File: config.mk
export PLATFORM = sky130hd
export DESIGN_NAME = bss_sequencer
export DESIGN_NICKNAME = d
export VERILOG_FILES = /design/src/bss_pkg.sv /design/src/bss_cal_trim.sv /design/src/bss_ms_timer.sv /design/src/bss_sequencer.sv
export VERILOG_INCLUDE_DIRS = /design/src
export SDC_FILE = /design/constraint.sdc
export NUM_CORES = 1
export LEC_CHECK = 0
export ABC_CLOCK_PERIOD_IN_PS = 6400
export BUFFER_PORTS_ARGS = -buffer_cell sky130_fd_sc_hd__buf_2
export CAP_MARGIN = 20
export CORE_ASPECT_RATIO = 1.75
export CORE_UTILIZATION = 65
export CTS_CLUSTER_DIAMETER = 120
export DETAILED_ROUTE_END_ITERATION = 8
export PLACE_DENSITY = 0.85
export RECOVER_POWER = 100
export SKIP_LAST_GASP = 1
export SLEW_MARGIN = 15
export SYNTH_ARGS = -nofsm -noshare
export SYNTH_HDL_FRONTEND = slang
export SYNTH_HIERARCHICAL = 1
export SYNTH_SLANG_ARGS = --single-unit
File: constraint.sdc
create_clock -name clk_sys -period 6.4 [get_ports clk_sys]
set_input_delay 1.6 -clock clk_sys [delete_from_list [all_inputs] [get_ports clk_sys]]
set_output_delay 1.6 -clock clk_sys [all_outputs]
set_load 0.02 [all_outputs]
File: src/bss_regs.svh
// Register map, field positions, reset values and timing for the sequencer
`ifndef BSS_REGS_SVH
`define BSS_REGS_SVH

// Register byte offsets
`define BSS_ADDR_CTRL      8'h00
`define BSS_ADDR_ALERT_SEL 8'h04
`define BSS_ADDR_STATUS    8'h08
`define BSS_ADDR_MASK      8'h0c
`define BSS_ADDR_STATE     8'h10
`define BSS_ADDR_CAL_BASE  8'h40

// Control fields
`define BSS_CTRL_FAST      0
`define BSS_CTRL_AUTO_SW   1
`define BSS_CTRL_AUX_AUTO  2
`define BSS_CTRL_HOST_SW   3
`define BSS_CTRL_SHUTDOWN  4
`define BSS_CTRL_W         4
`define BSS_CTRL_RST       4'h4

// Flag and status bit positions
`define BSS_F_INIT_BEGUN   0
`define BSS_F_INIT_DONE    1
`define BSS_F_CONV_SCAN    2
`define BSS_F_FULL_SCAN    3
`define BSS_F_AUX_ON       4
`define BSS_F_SWITCH_ON    5
`define BSS_F_W            6
`define BSS_ALERT_W        4
`define BSS_ALERT_RST      4'h0
`define BSS_MASK_RST       6'h00

// State register fields
`define BSS_ST_MS_LSB      0
`define BSS_ST_STATE_LSB   16
`define BSS_ST_FAST_BIT    18
`define BSS_ST_FLAG_LSB    24

// Timing, in milliseconds after the wakeup event
`define BSS_CLK_HZ         100000000
`define BSS_MS_PER_S       1000
`define BSS_T_AUX_MS       20
`define BSS_T_BEGIN_MS     23
`define BSS_T_DONE_SLOW_MS 47
`define BSS_T_DONE_FAST_MS 35
`define BSS_T_FULL_SLOW_MS 97
`define BSS_T_FULL_FAST_MS 62
`define BSS_T_NORMAL_MS    28
`define BSS_T_EVAL_MS      250
`define BSS_T_SWITCH_MS    278

`endif

File: src/bss_pkg.sv
// Types shared by the startup sequencer modules
package bss_pkg;

  typedef enum logic [1:0] {
    st_shutdown,
    st_startup,
    st_normal
  } bss_state_type;

endpackage

File: src/bss_cal_trim.sv
// Per-channel calibration offsets applied to raw measurements
module bss_cal_trim #(
  parameter int N_CAL = 12,
  parameter int IDX_W = 4,
  parameter int DW    = 16
) (
  // Clock and reset
  input  wire logic             clk_sys,
  input  wire logic             resetn,
  // Offset table access
  input  wire logic             cal_wr,
  input  wire logic [IDX_W-1:0] cal_idx,
  input  wire logic [DW-1:0]    cal_wdata,
  output logic [DW-1:0]         cal_rdata,
  // Measurement stream
  input  wire logic             meas_valid,
  input  wire logic [IDX_W-1:0] meas_chan,
  input  wire logic [DW-1:0]    meas_raw,
  output logic                  corr_valid,
  output logic [IDX_W-1:0]      corr_chan,
  output logic [DW-1:0]         corr_data
);

  logic [DW-1:0]    ofs_reg  [N_CAL];
  logic [DW-1:0]    ofs_next [N_CAL];
  logic             cv_reg;
  logic             cv_next;
  logic [IDX_W-1:0] cc_reg;
  logic [IDX_W-1:0] cc_next;
  logic [DW-1:0]    cd_reg;
  logic [DW-1:0]    cd_next;

  always_comb begin
    for (int i = 0; i < N_CAL; i++) begin
      ofs_next[i] = ofs_reg[i];
    end
    if (cal_wr && (int'(cal_idx) < N_CAL)) begin
      ofs_next[cal_idx] = cal_wdata;
    end
    cv_next = meas_valid;
    cc_next = meas_valid ? meas_chan : cc_reg;
    cd_next = cd_reg;
    // Offsets are two's complement; out-of-range channels pass untrimmed
    if (meas_valid) begin
      if (int'(meas_chan) < N_CAL) begin
        cd_next = meas_raw + ofs_reg[meas_chan];
      end else begin
        cd_next = meas_raw;
      end
    end
  end

  always_ff @(posedge clk_sys) begin
    if (!resetn) begin
      for (int i = 0; i < N_CAL; i++) begin
        ofs_reg[i] <= '0;
      end
      cv_reg <= 1'b0;
      cc_reg <= '0;
      cd_reg <= '0;
    end else begin
      for (int i = 0; i < N_CAL; i++) begin
        ofs_reg[i] <= ofs_next[i];
      end
      cv_reg <= cv_next;
      cc_reg <= cc_next;
      cd_reg <= cd_next;
    end
  end

  assign cal_rdata  = (int'(cal_idx) < N_CAL) ? ofs_reg[cal_idx] : '0;
  assign corr_valid = cv_reg;
  assign corr_chan  = cc_reg;
  assign corr_data  = cd_reg;

endmodule

File: src/bss_ms_timer.sv
// Millisecond tick and elapsed-time counter since wakeup
module bss_ms_timer #(
  parameter int TICK_CYCLES = 100000,
  parameter int MS_W        = 16
) (
  // Clock and reset
  input  wire logic            clk_sys,
  input  wire logic            resetn,
  // Control
  input  wire logic            run,
  // Time base
  output logic                 ms_tick,
  output logic [MS_W-1:0]      ms_count
);

  logic [31:0]     div_reg;
  logic [31:0]     div_next;
  logic [MS_W-1:0] ms_reg;
  logic [MS_W-1:0] ms_next;
  logic            tick_reg;
  logic            tick_next;

  always_comb begin
    div_next  = div_reg;
    ms_next   = ms_reg;
    tick_next = 1'b0;
    if (!run) begin
      div_next = 32'h0;
      ms_next  = '0;
    end else if (div_reg == 32'(TICK_CYCLES - 1)) begin
      div_next  = 32'h0;
      tick_next = 1'b1;
      // Saturate so a long normal run never wraps back to early stages
      if (ms_reg != {MS_W{1'b1}}) begin
        ms_next = ms_reg + 1'b1;
      end
    end else begin
      div_next = div_reg + 32'h1;
    end
  end

  always_ff @(posedge clk_sys) begin
    if (!resetn) begin
      div_reg  <= 32'h0;
      ms_reg   <= '0;
      tick_reg <= 1'b0;
    end else begin
      div_reg  <= div_next;
      ms_reg   <= ms_next;
      tick_reg <= tick_next;
    end
  end

  assign ms_tick  = tick_reg;
  assign ms_count = ms_reg;

endmodule

File: src/bss_sequencer.sv
// Startup sequencer of the battery monitor: wakeup, stages, alert, trim
//
// Operation
// - Leave shutdown when thermistor two pin low or load sense pin high.
// - After wakeup, step through ordered startup stages; normal mode starts at 28 ms, before done and full scan.
// - If enabled, power auxiliary regulator one at 20 ms after wakeup.
// - Raise init begun flag at 23 ms; it may drive the alert output.
// - Raise init done and scan flags together at 47 ms, or 35 fast.
// - Raise complete scan flag at 97 ms, or 62 ms when fast.
// - Autonomous switch decision evaluated only once per 250 ms in normal.
// - Autonomous switches therefore turn on at 278 ms after wakeup.
// - Autonomous switch on only when enable is 1; else host controls.
// - Calibrate each cell, stack, pack, load, current, temperature reading.
//
// Chosen here: the placing of the registers and the plain strobed port.
`include "bss_regs.svh"

module bss_sequencer #(
  parameter int TICK_CYCLES = `BSS_CLK_HZ / `BSS_MS_PER_S,
  parameter int N_CAL       = 12,
  parameter int DW          = 16
) (
  // Clock and reset
  input  wire logic        clk_sys,
  input  wire logic        resetn,
  // Register port
  input  wire logic [7:0]  reg_addr,
  input  wire logic [31:0] reg_wdata,
  input  wire logic        reg_wr,
  input  wire logic        reg_rd,
  output logic [31:0]      reg_rdata,
  // Wakeup pins
  input  wire logic        thermistor_two_pin,
  input  wire logic        load_sense_pin,
  // Measurement stream
  input  wire logic        meas_valid,
  input  wire logic [3:0]  meas_chan,
  input  wire logic [DW-1:0] meas_raw,
  output logic             corr_valid,
  output logic [3:0]       corr_chan,
  output logic [DW-1:0]    corr_data,
  // Stage outputs
  output logic             aux_regulator_one,
  output logic             switch_enable,
  output logic             init_begun_flag,
  output logic             init_done_flag,
  output logic             conversion_scan_flag,
  output logic             complete_scan_flag,
  output logic             normal_mode,
  // Host signalling
  output logic             alert_n,
  output logic             irq
);

  localparam int MS_W = 16;

  //////////////////////////////////////////////////////////////////////////
  // Address decode

  function automatic logic cal_hit(input logic [7:0] a);
    cal_hit = (a >= `BSS_ADDR_CAL_BASE) &&
              (a < 8'(`BSS_ADDR_CAL_BASE + 4 * N_CAL)) &&
              (a[1:0] == 2'h0);
  endfunction

  function automatic logic [3:0] cal_index(input logic [7:0] a);
    logic [7:0] rel;
    rel = a - `BSS_ADDR_CAL_BASE;
    cal_index = rel[5:2];
  endfunction

  //////////////////////////////////////////////////////////////////////////
  // State

  bss_pkg::bss_state_type    state_reg;
  bss_pkg::bss_state_type    state_next;
  logic [`BSS_CTRL_W-1:0]    ctrl_reg;
  logic [`BSS_CTRL_W-1:0]    ctrl_next;
  logic [`BSS_ALERT_W-1:0]   alert_sel_reg;
  logic [`BSS_ALERT_W-1:0]   alert_sel_next;
  logic [`BSS_F_W-1:0]       flag_reg;
  logic [`BSS_F_W-1:0]       flag_next;
  logic [`BSS_F_W-1:0]       status_reg;
  logic [`BSS_F_W-1:0]       status_next;
  logic [`BSS_F_W-1:0]       mask_reg;
  logic [`BSS_F_W-1:0]       mask_next;
  logic                      fast_reg;
  logic                      fast_next;
  logic [MS_W-1:0]           eval_reg;
  logic [MS_W-1:0]           eval_next;
  logic [31:0]               rdata_reg;
  logic [31:0]               rdata_next;

  logic                      ms_tick;
  logic [MS_W-1:0]           ms_count;
  logic                      wake;
  logic                      shutdown_req;
  logic [MS_W-1:0]           t_done;
  logic [MS_W-1:0]           t_full;
  logic [`BSS_F_W-1:0]       events;
  logic [DW-1:0]             cal_rdata;
  logic                      cal_wr;

  //////////////////////////////////////////////////////////////////////////
  // Time base and trim

  bss_ms_timer #(
    .TICK_CYCLES (TICK_CYCLES),
    .MS_W        (MS_W)
  ) u_timer (
    .clk_sys  (clk_sys),
    .resetn   (resetn),
    .run      (state_reg != bss_pkg::st_shutdown),
    .ms_tick  (ms_tick),
    .ms_count (ms_count)
  );

  assign cal_wr = reg_wr && cal_hit(reg_addr);

  bss_cal_trim #(
    .N_CAL (N_CAL),
    .IDX_W (4),
    .DW    (DW)
  ) u_trim (
    .clk_sys    (clk_sys),
    .resetn     (resetn),
    .cal_wr     (cal_wr),
    .cal_idx    (cal_index(reg_addr)),
    .cal_wdata  (reg_wdata[DW-1:0]),
    .cal_rdata  (cal_rdata),
    .meas_valid (meas_valid),
    .meas_chan  (meas_chan),
    .meas_raw   (meas_raw),
    .corr_valid (corr_valid),
    .corr_chan  (corr_chan),
    .corr_data  (corr_data)
  );

  //////////////////////////////////////////////////////////////////////////
  // Sequencer

  assign wake = !thermistor_two_pin || load_sense_pin;
  assign shutdown_req = reg_wr && (reg_addr == `BSS_ADDR_CTRL) &&
                        reg_wdata[`BSS_CTRL_SHUTDOWN];

  // Speed is latched at wakeup so a mid-sequence write cannot reorder stages
  assign t_done = fast_reg ? MS_W'(`BSS_T_DONE_FAST_MS)
                           : MS_W'(`BSS_T_DONE_SLOW_MS);
  assign t_full = fast_reg ? MS_W'(`BSS_T_FULL_FAST_MS)
                           : MS_W'(`BSS_T_FULL_SLOW_MS);

  always_comb begin
    state_next = state_reg;
    flag_next  = flag_reg;
    fast_next  = fast_reg;
    eval_next  = eval_reg;
    case (state_reg)
      bss_pkg::st_shutdown: begin
        if (wake) begin
          state_next = bss_pkg::st_startup;
          fast_next  = ctrl_reg[`BSS_CTRL_FAST];
          flag_next  = '0;
        end
      end
      bss_pkg::st_startup: begin
        if (ms_count >= MS_W'(`BSS_T_NORMAL_MS)) begin
          state_next = bss_pkg::st_normal;
          eval_next  = '0;
        end
      end
      bss_pkg::st_normal: begin
        if (ms_tick) begin
          if (eval_reg == MS_W'(`BSS_T_EVAL_MS - 1)) begin
            eval_next = '0;
            // Decision only at the interval boundary, even with data ready
            if (ctrl_reg[`BSS_CTRL_AUTO_SW]) begin
              flag_next[`BSS_F_SWITCH_ON] =
                flag_reg[`BSS_F_FULL_SCAN];
            end
          end else begin
            eval_next = eval_reg + 1'b1;
          end
        end
        if (!ctrl_reg[`BSS_CTRL_AUTO_SW]) begin
          flag_next[`BSS_F_SWITCH_ON] = ctrl_reg[`BSS_CTRL_HOST_SW];
        end
      end
      default: begin
        state_next = bss_pkg::st_shutdown;
      end
    endcase
    if (state_reg != bss_pkg::st_shutdown) begin
      if (ctrl_reg[`BSS_CTRL_AUX_AUTO] &&
          ms_count >= MS_W'(`BSS_T_AUX_MS)) begin
        flag_next[`BSS_F_AUX_ON] = 1'b1;
      end
      if (ms_count >= MS_W'(`BSS_T_BEGIN_MS)) begin
        flag_next[`BSS_F_INIT_BEGUN] = 1'b1;
      end
      if (ms_count >= t_done && flag_reg[`BSS_F_INIT_BEGUN]) begin
        flag_next[`BSS_F_INIT_DONE] = 1'b1;
        flag_next[`BSS_F_CONV_SCAN] = 1'b1;
      end
      if (ms_count >= t_full && flag_reg[`BSS_F_INIT_DONE]) begin
        flag_next[`BSS_F_FULL_SCAN] = 1'b1;
      end
    end
    if (shutdown_req) begin
      state_next = bss_pkg::st_shutdown;
      flag_next  = '0;
      eval_next  = '0;
    end
  end

  always_ff @(posedge clk_sys) begin
    if (!resetn) begin
      state_reg <= bss_pkg::st_shutdown;
      flag_reg  <= '0;
      fast_reg  <= 1'b0;
      eval_reg  <= '0;
    end else begin
      state_reg <= state_next;
      flag_reg  <= flag_next;
      fast_reg  <= fast_next;
      eval_reg  <= eval_next;
    end
  end

  //////////////////////////////////////////////////////////////////////////
  // Registers

  assign events = flag_next & ~flag_reg;

  always_comb begin
    ctrl_next      = ctrl_reg;
    alert_sel_next = alert_sel_reg;
    mask_next      = mask_reg;
    status_next    = status_reg;
    rdata_next     = 32'h0;
    if (reg_wr) begin
      if (reg_addr == `BSS_ADDR_CTRL) begin
        ctrl_next = reg_wdata[`BSS_CTRL_W-1:0];
      end else if (reg_addr == `BSS_ADDR_ALERT_SEL) begin
        alert_sel_next = reg_wdata[`BSS_ALERT_W-1:0];
      end else if (reg_addr == `BSS_ADDR_STATUS) begin
        status_next = status_reg & ~reg_wdata[`BSS_F_W-1:0];
      end else if (reg_addr == `BSS_ADDR_MASK) begin
        mask_next = reg_wdata[`BSS_F_W-1:0];
      end
    end
    // A stage event in the clearing cycle survives the clear
    status_next = status_next | events;
    if (reg_rd) begin
      if (reg_addr == `BSS_ADDR_CTRL) begin
        rdata_next[`BSS_CTRL_W-1:0] = ctrl_reg;
      end else if (reg_addr == `BSS_ADDR_ALERT_SEL) begin
        rdata_next[`BSS_ALERT_W-1:0] = alert_sel_reg;
      end else if (reg_addr == `BSS_ADDR_STATUS) begin
        rdata_next[`BSS_F_W-1:0] = status_reg;
      end else if (reg_addr == `BSS_ADDR_MASK) begin
        rdata_next[`BSS_F_W-1:0] = mask_reg;
      end else if (reg_addr == `BSS_ADDR_STATE) begin
        rdata_next[`BSS_ST_MS_LSB +: MS_W] = ms_count;
        rdata_next[`BSS_ST_STATE_LSB +: 2] = state_reg;
        rdata_next[`BSS_ST_FAST_BIT]       = fast_reg;
        rdata_next[`BSS_ST_FLAG_LSB +: `BSS_F_W] = flag_reg;
      end else if (cal_hit(reg_addr)) begin
        rdata_next[DW-1:0] = cal_rdata;
      end
    end
  end

  always_ff @(posedge clk_sys) begin
    if (!resetn) begin
      ctrl_reg      <= `BSS_CTRL_RST;
      alert_sel_reg <= `BSS_ALERT_RST;
      mask_reg      <= `BSS_MASK_RST;
      status_reg    <= '0;
      rdata_reg     <= 32'h0;
    end else begin
      ctrl_reg      <= ctrl_next;
      alert_sel_reg <= alert_sel_next;
      mask_reg      <= mask_next;
      status_reg    <= status_next;
      rdata_reg     <= rdata_next;
    end
  end

  //////////////////////////////////////////////////////////////////////////
  // Outputs

  assign reg_rdata            = rdata_reg;
  assign aux_regulator_one    = flag_reg[`BSS_F_AUX_ON];
  assign switch_enable        = flag_reg[`BSS_F_SWITCH_ON];
  assign init_begun_flag      = flag_reg[`BSS_F_INIT_BEGUN];
  assign init_done_flag       = flag_reg[`BSS_F_INIT_DONE];
  assign conversion_scan_flag = flag_reg[`BSS_F_CONV_SCAN];
  assign complete_scan_flag   = flag_reg[`BSS_F_FULL_SCAN];
  assign normal_mode          = (state_reg == bss_pkg::st_normal);
  // Alert shows live stage levels so a host can poll startup progress
  assign alert_n = !(|(flag_reg[`BSS_ALERT_W-1:0] & alert_sel_reg));
  assign irq     = |(status_reg & mask_reg);

endmodule

==> reports/qor.yml <==
p_int_mw: 3.22
comb_power_share: 0.061
violations: "max-capacitance violations, max-slew violations"
rsz0062_at_grt: "false"
core_area_mm2: 0.0259
port_buffers: 105
dp_cells: 2278
maxCapViolCount: 4
crit_arrival_ps: 5640
ys_top_cells_by_area: "dfxtp_1, mux4_2, nand2_1"
antenna_found_initial: 1
clock-sinks: 332
pin_count: 129
p_clk_frac: 0.445
route.detailed.drc: 0
slew_violations: 150
drt-wirelength-per-cell_um: 21.9
dieHeight_um: 216
hold_start: "u_timer/div_reg[0]"
synth_edf_count: 0
clkTransAtPathRegs_ps: 70
vdd_drop_max_mv: 0.226
layout.cells.non_filler: 2334
seq_area_frac_synth: 0.390
dpl.hpwl_um: 32700
dieArea_mm2: 0.0269
status: "complete, but fails checks"
setup_viol: 0
worst-setup-path-type: "primary input to flop"
startpoint_type: "primary input"
synth_common_cells: "nand2_1, dfxtp_1, a21oi_1"
ctsResizeCount: 0
yosys.area.top_type_share: 0.390
synth_area_mm2: 0.0170
fin_crit_sh: 0.828
hp-class: "flop to flop"
first_iter_violations: 1640
cts_tree: "built"
clock_latency_ps: 590
p_total_mw: 4.22
fmax_mhz: 189
cts-root-buf: "clkbuf_16"
sw_frac_of_total: 0.236
synth_ff_type: "dfxtp_1"
initial_core_util: 0.658
hold_buffers: 0
crit_path_end_kind: "flop"
post-cts-setup-buffers: 0
crit_fanout: 34
r2r_slack_ps: 2600
grt_max_degree: 83
synth.distinct_cells: 88
ys_async_sr_fraction: 0
period_needed_ps: 5300
cts_max_level: 1
r2r_end: "u_trim/corr_data[14]"
cts_made_buffers: 29
largest_reg_flops: 192
tightest_slew_ps: 2770
hold_end: "u_timer/div_reg[0]"
num_rows: 78
finClkSkew_ps: 9.31
synth_warnings: 6
fp.dieW_um: 124
grt_pass1_vias: 15389
wl_um: 51100
r2r_start: "u_trim/ofs_reg[2][0]"
syn_area_per_cell_um2: 8.64
hold_viol: 0
required_ps: 6740
post-synth-top-count-cell: "nand2_1"
yosysTopAreaCell: "dfxtp_1"
grt_pass1_wl_um: 78800
dr.pass1.iters: 6
fin_setup_tns_ps: 0
pwr-share-seq: 0.494
viasPerCell: 6.68
power_leakage_nw: 6.31
grt_overflow: 0
clock_path_buffers: 3
drive_gt1_frac: 0.122
reg2reg_depth: 13
ys_seq_elements: 332
num_vias: 15596
p_switching_mw: 0.996
max_slew_margin: -0.849
nNetsFinal: 2085
worstHoldPathCells: 1
area_growth_pct: 8.33
netlist_instances: 1970
grt_usage: 0.372
place_congestion: 0.968
power_density_mw_per_mm2: 229
antenna_left: 0
## power by group through the flow
| stage | Sequential (mW) | Combinational [mW] | Clock [mW] |
|---|---|---|---|
| floorplan | 2.14 | 0.169 | 0 |
| global placement | 2.13 | 0.250 | 0 |
| detailed placement | 2.13 | 0.255 | 0 |
| CTS | 2.08 | 0.256 | 1.89 |
| global route | 2.08 | 0.270 | 1.98 |
| finish | 2.08 | 0.256 | 1.88 |
## cell usage in the layout (no fill, tap or decap), types with 9 or more instances in the layout
| cell type | count |
|---|---|
| nand4_1 | 19 |
| mux4_2 | 96 |
| clkbuf_16 | 29 |
| nor2_2 | 9 |
| o21ai_0 | 74 |
| a21o_1 | 12 |
| clkbuf_1 | 67 |
| mux2i_1 | 57 |
| a31oi_1 | 11 |
| buf_2 | 46 |
| inv_1 | 32 |
| a22oi_1 | 15 |
| nor4_1 | 17 |
| o211ai_1 | 10 |
| nor2b_1 | 21 |
| and2_1 | 12 |
| nor2_1 | 103 |
| nor3_1 | 18 |
| or4_1 | 10 |
| nand3_1 | 29 |
| ha_1 | 27 |
| nand2_1 | 499 |
| xnor2_1 | 31 |
| buf_4 | 14 |
| and3_1 | 9 |
| a21oi_1 | 236 |
| dfxtp_1 | 332 |
| or3_1 | 19 |
| xor2_1 | 15 |
## kinds of logic after synthesis
kind of cell | after synthesis | synth area share
xor+xnor | 46 | 0.0237
other cells | 1 | 0.000220
buf+inv | 174 | 0.0432
compound gates | 426 | 0.149
mux | 154 | 0.161
flops | 332 | 0.390
simple gates | 809 | 0.212
fa+ha+maj | 28 | 0.0210
## metal layers
layer  track usage  up-vias  wire (um)
li1              -     6984          -
met1         0.395     7291      16700
met2         0.636     1024      25100
met3        0.0723      297       4960
met4         0.306        0       4260
met5             0        -          0
## final cells by class
| cell class | count | area, um2 |
|---|---|---|
| Antenna cell | 1 | 2.50 |
| Clock buffer | 39 | 823 |
| Clock inverter | 15 | 189 |
| Fill cell | 1930 | 7410 |
| Inverter | 32 | 120 |
| Multi-Input combinational cell | 1470 | 9650 |
| Sequential cell | 332 | 6650 |
| Tap cell | 320 | 400 |
| Timing Repair Buffer | 125 | 612 |
## through the flow
stage | setup slack [ps] | cell area (um2) | utilization | hold slack, ps
global route | 922 | 18400 | 0.713 | 482
floorplan | 1570 | 17100 | - | 418
CTS | 1690 | 18600 | 0.719 | 454
finish | 1100 | 18400 | 0.713 | 454
detailed placement | 1100 | 17600 | 0.680 | 439
global placement | 1160 | 17600 | 0.679 | 428
## worst max path at each step
stage / startpoint / endpoint / slack [ps]
floorplan: meas_chan[0] / u_trim/corr_data[12] / 1570
global placement: meas_chan[0] / u_trim/corr_data[15] / 1160
detailed placement: meas_chan[0] / u_trim/corr_data[15] / 1100
CTS: meas_chan[0] / u_trim/corr_data[12] / 1690
global route: resetn / u_trim/ofs_reg[9][10] / 920
finish: meas_chan[0] / u_trim/corr_data[12] / 1100
## worst max-delay path, stage by stage
cell      delay (ps)
clkbuf_1         710
buf_12           360
mux4_2           540
mux2i_1          230
o21ai_0          210
ha_1             430
a21o_1           240
o41ai_2          420
o21ai_0          230
or4_1            450
nand4_1          100
a21oi_1           90
Note: power is estimated with default switching activity, not from simulation.
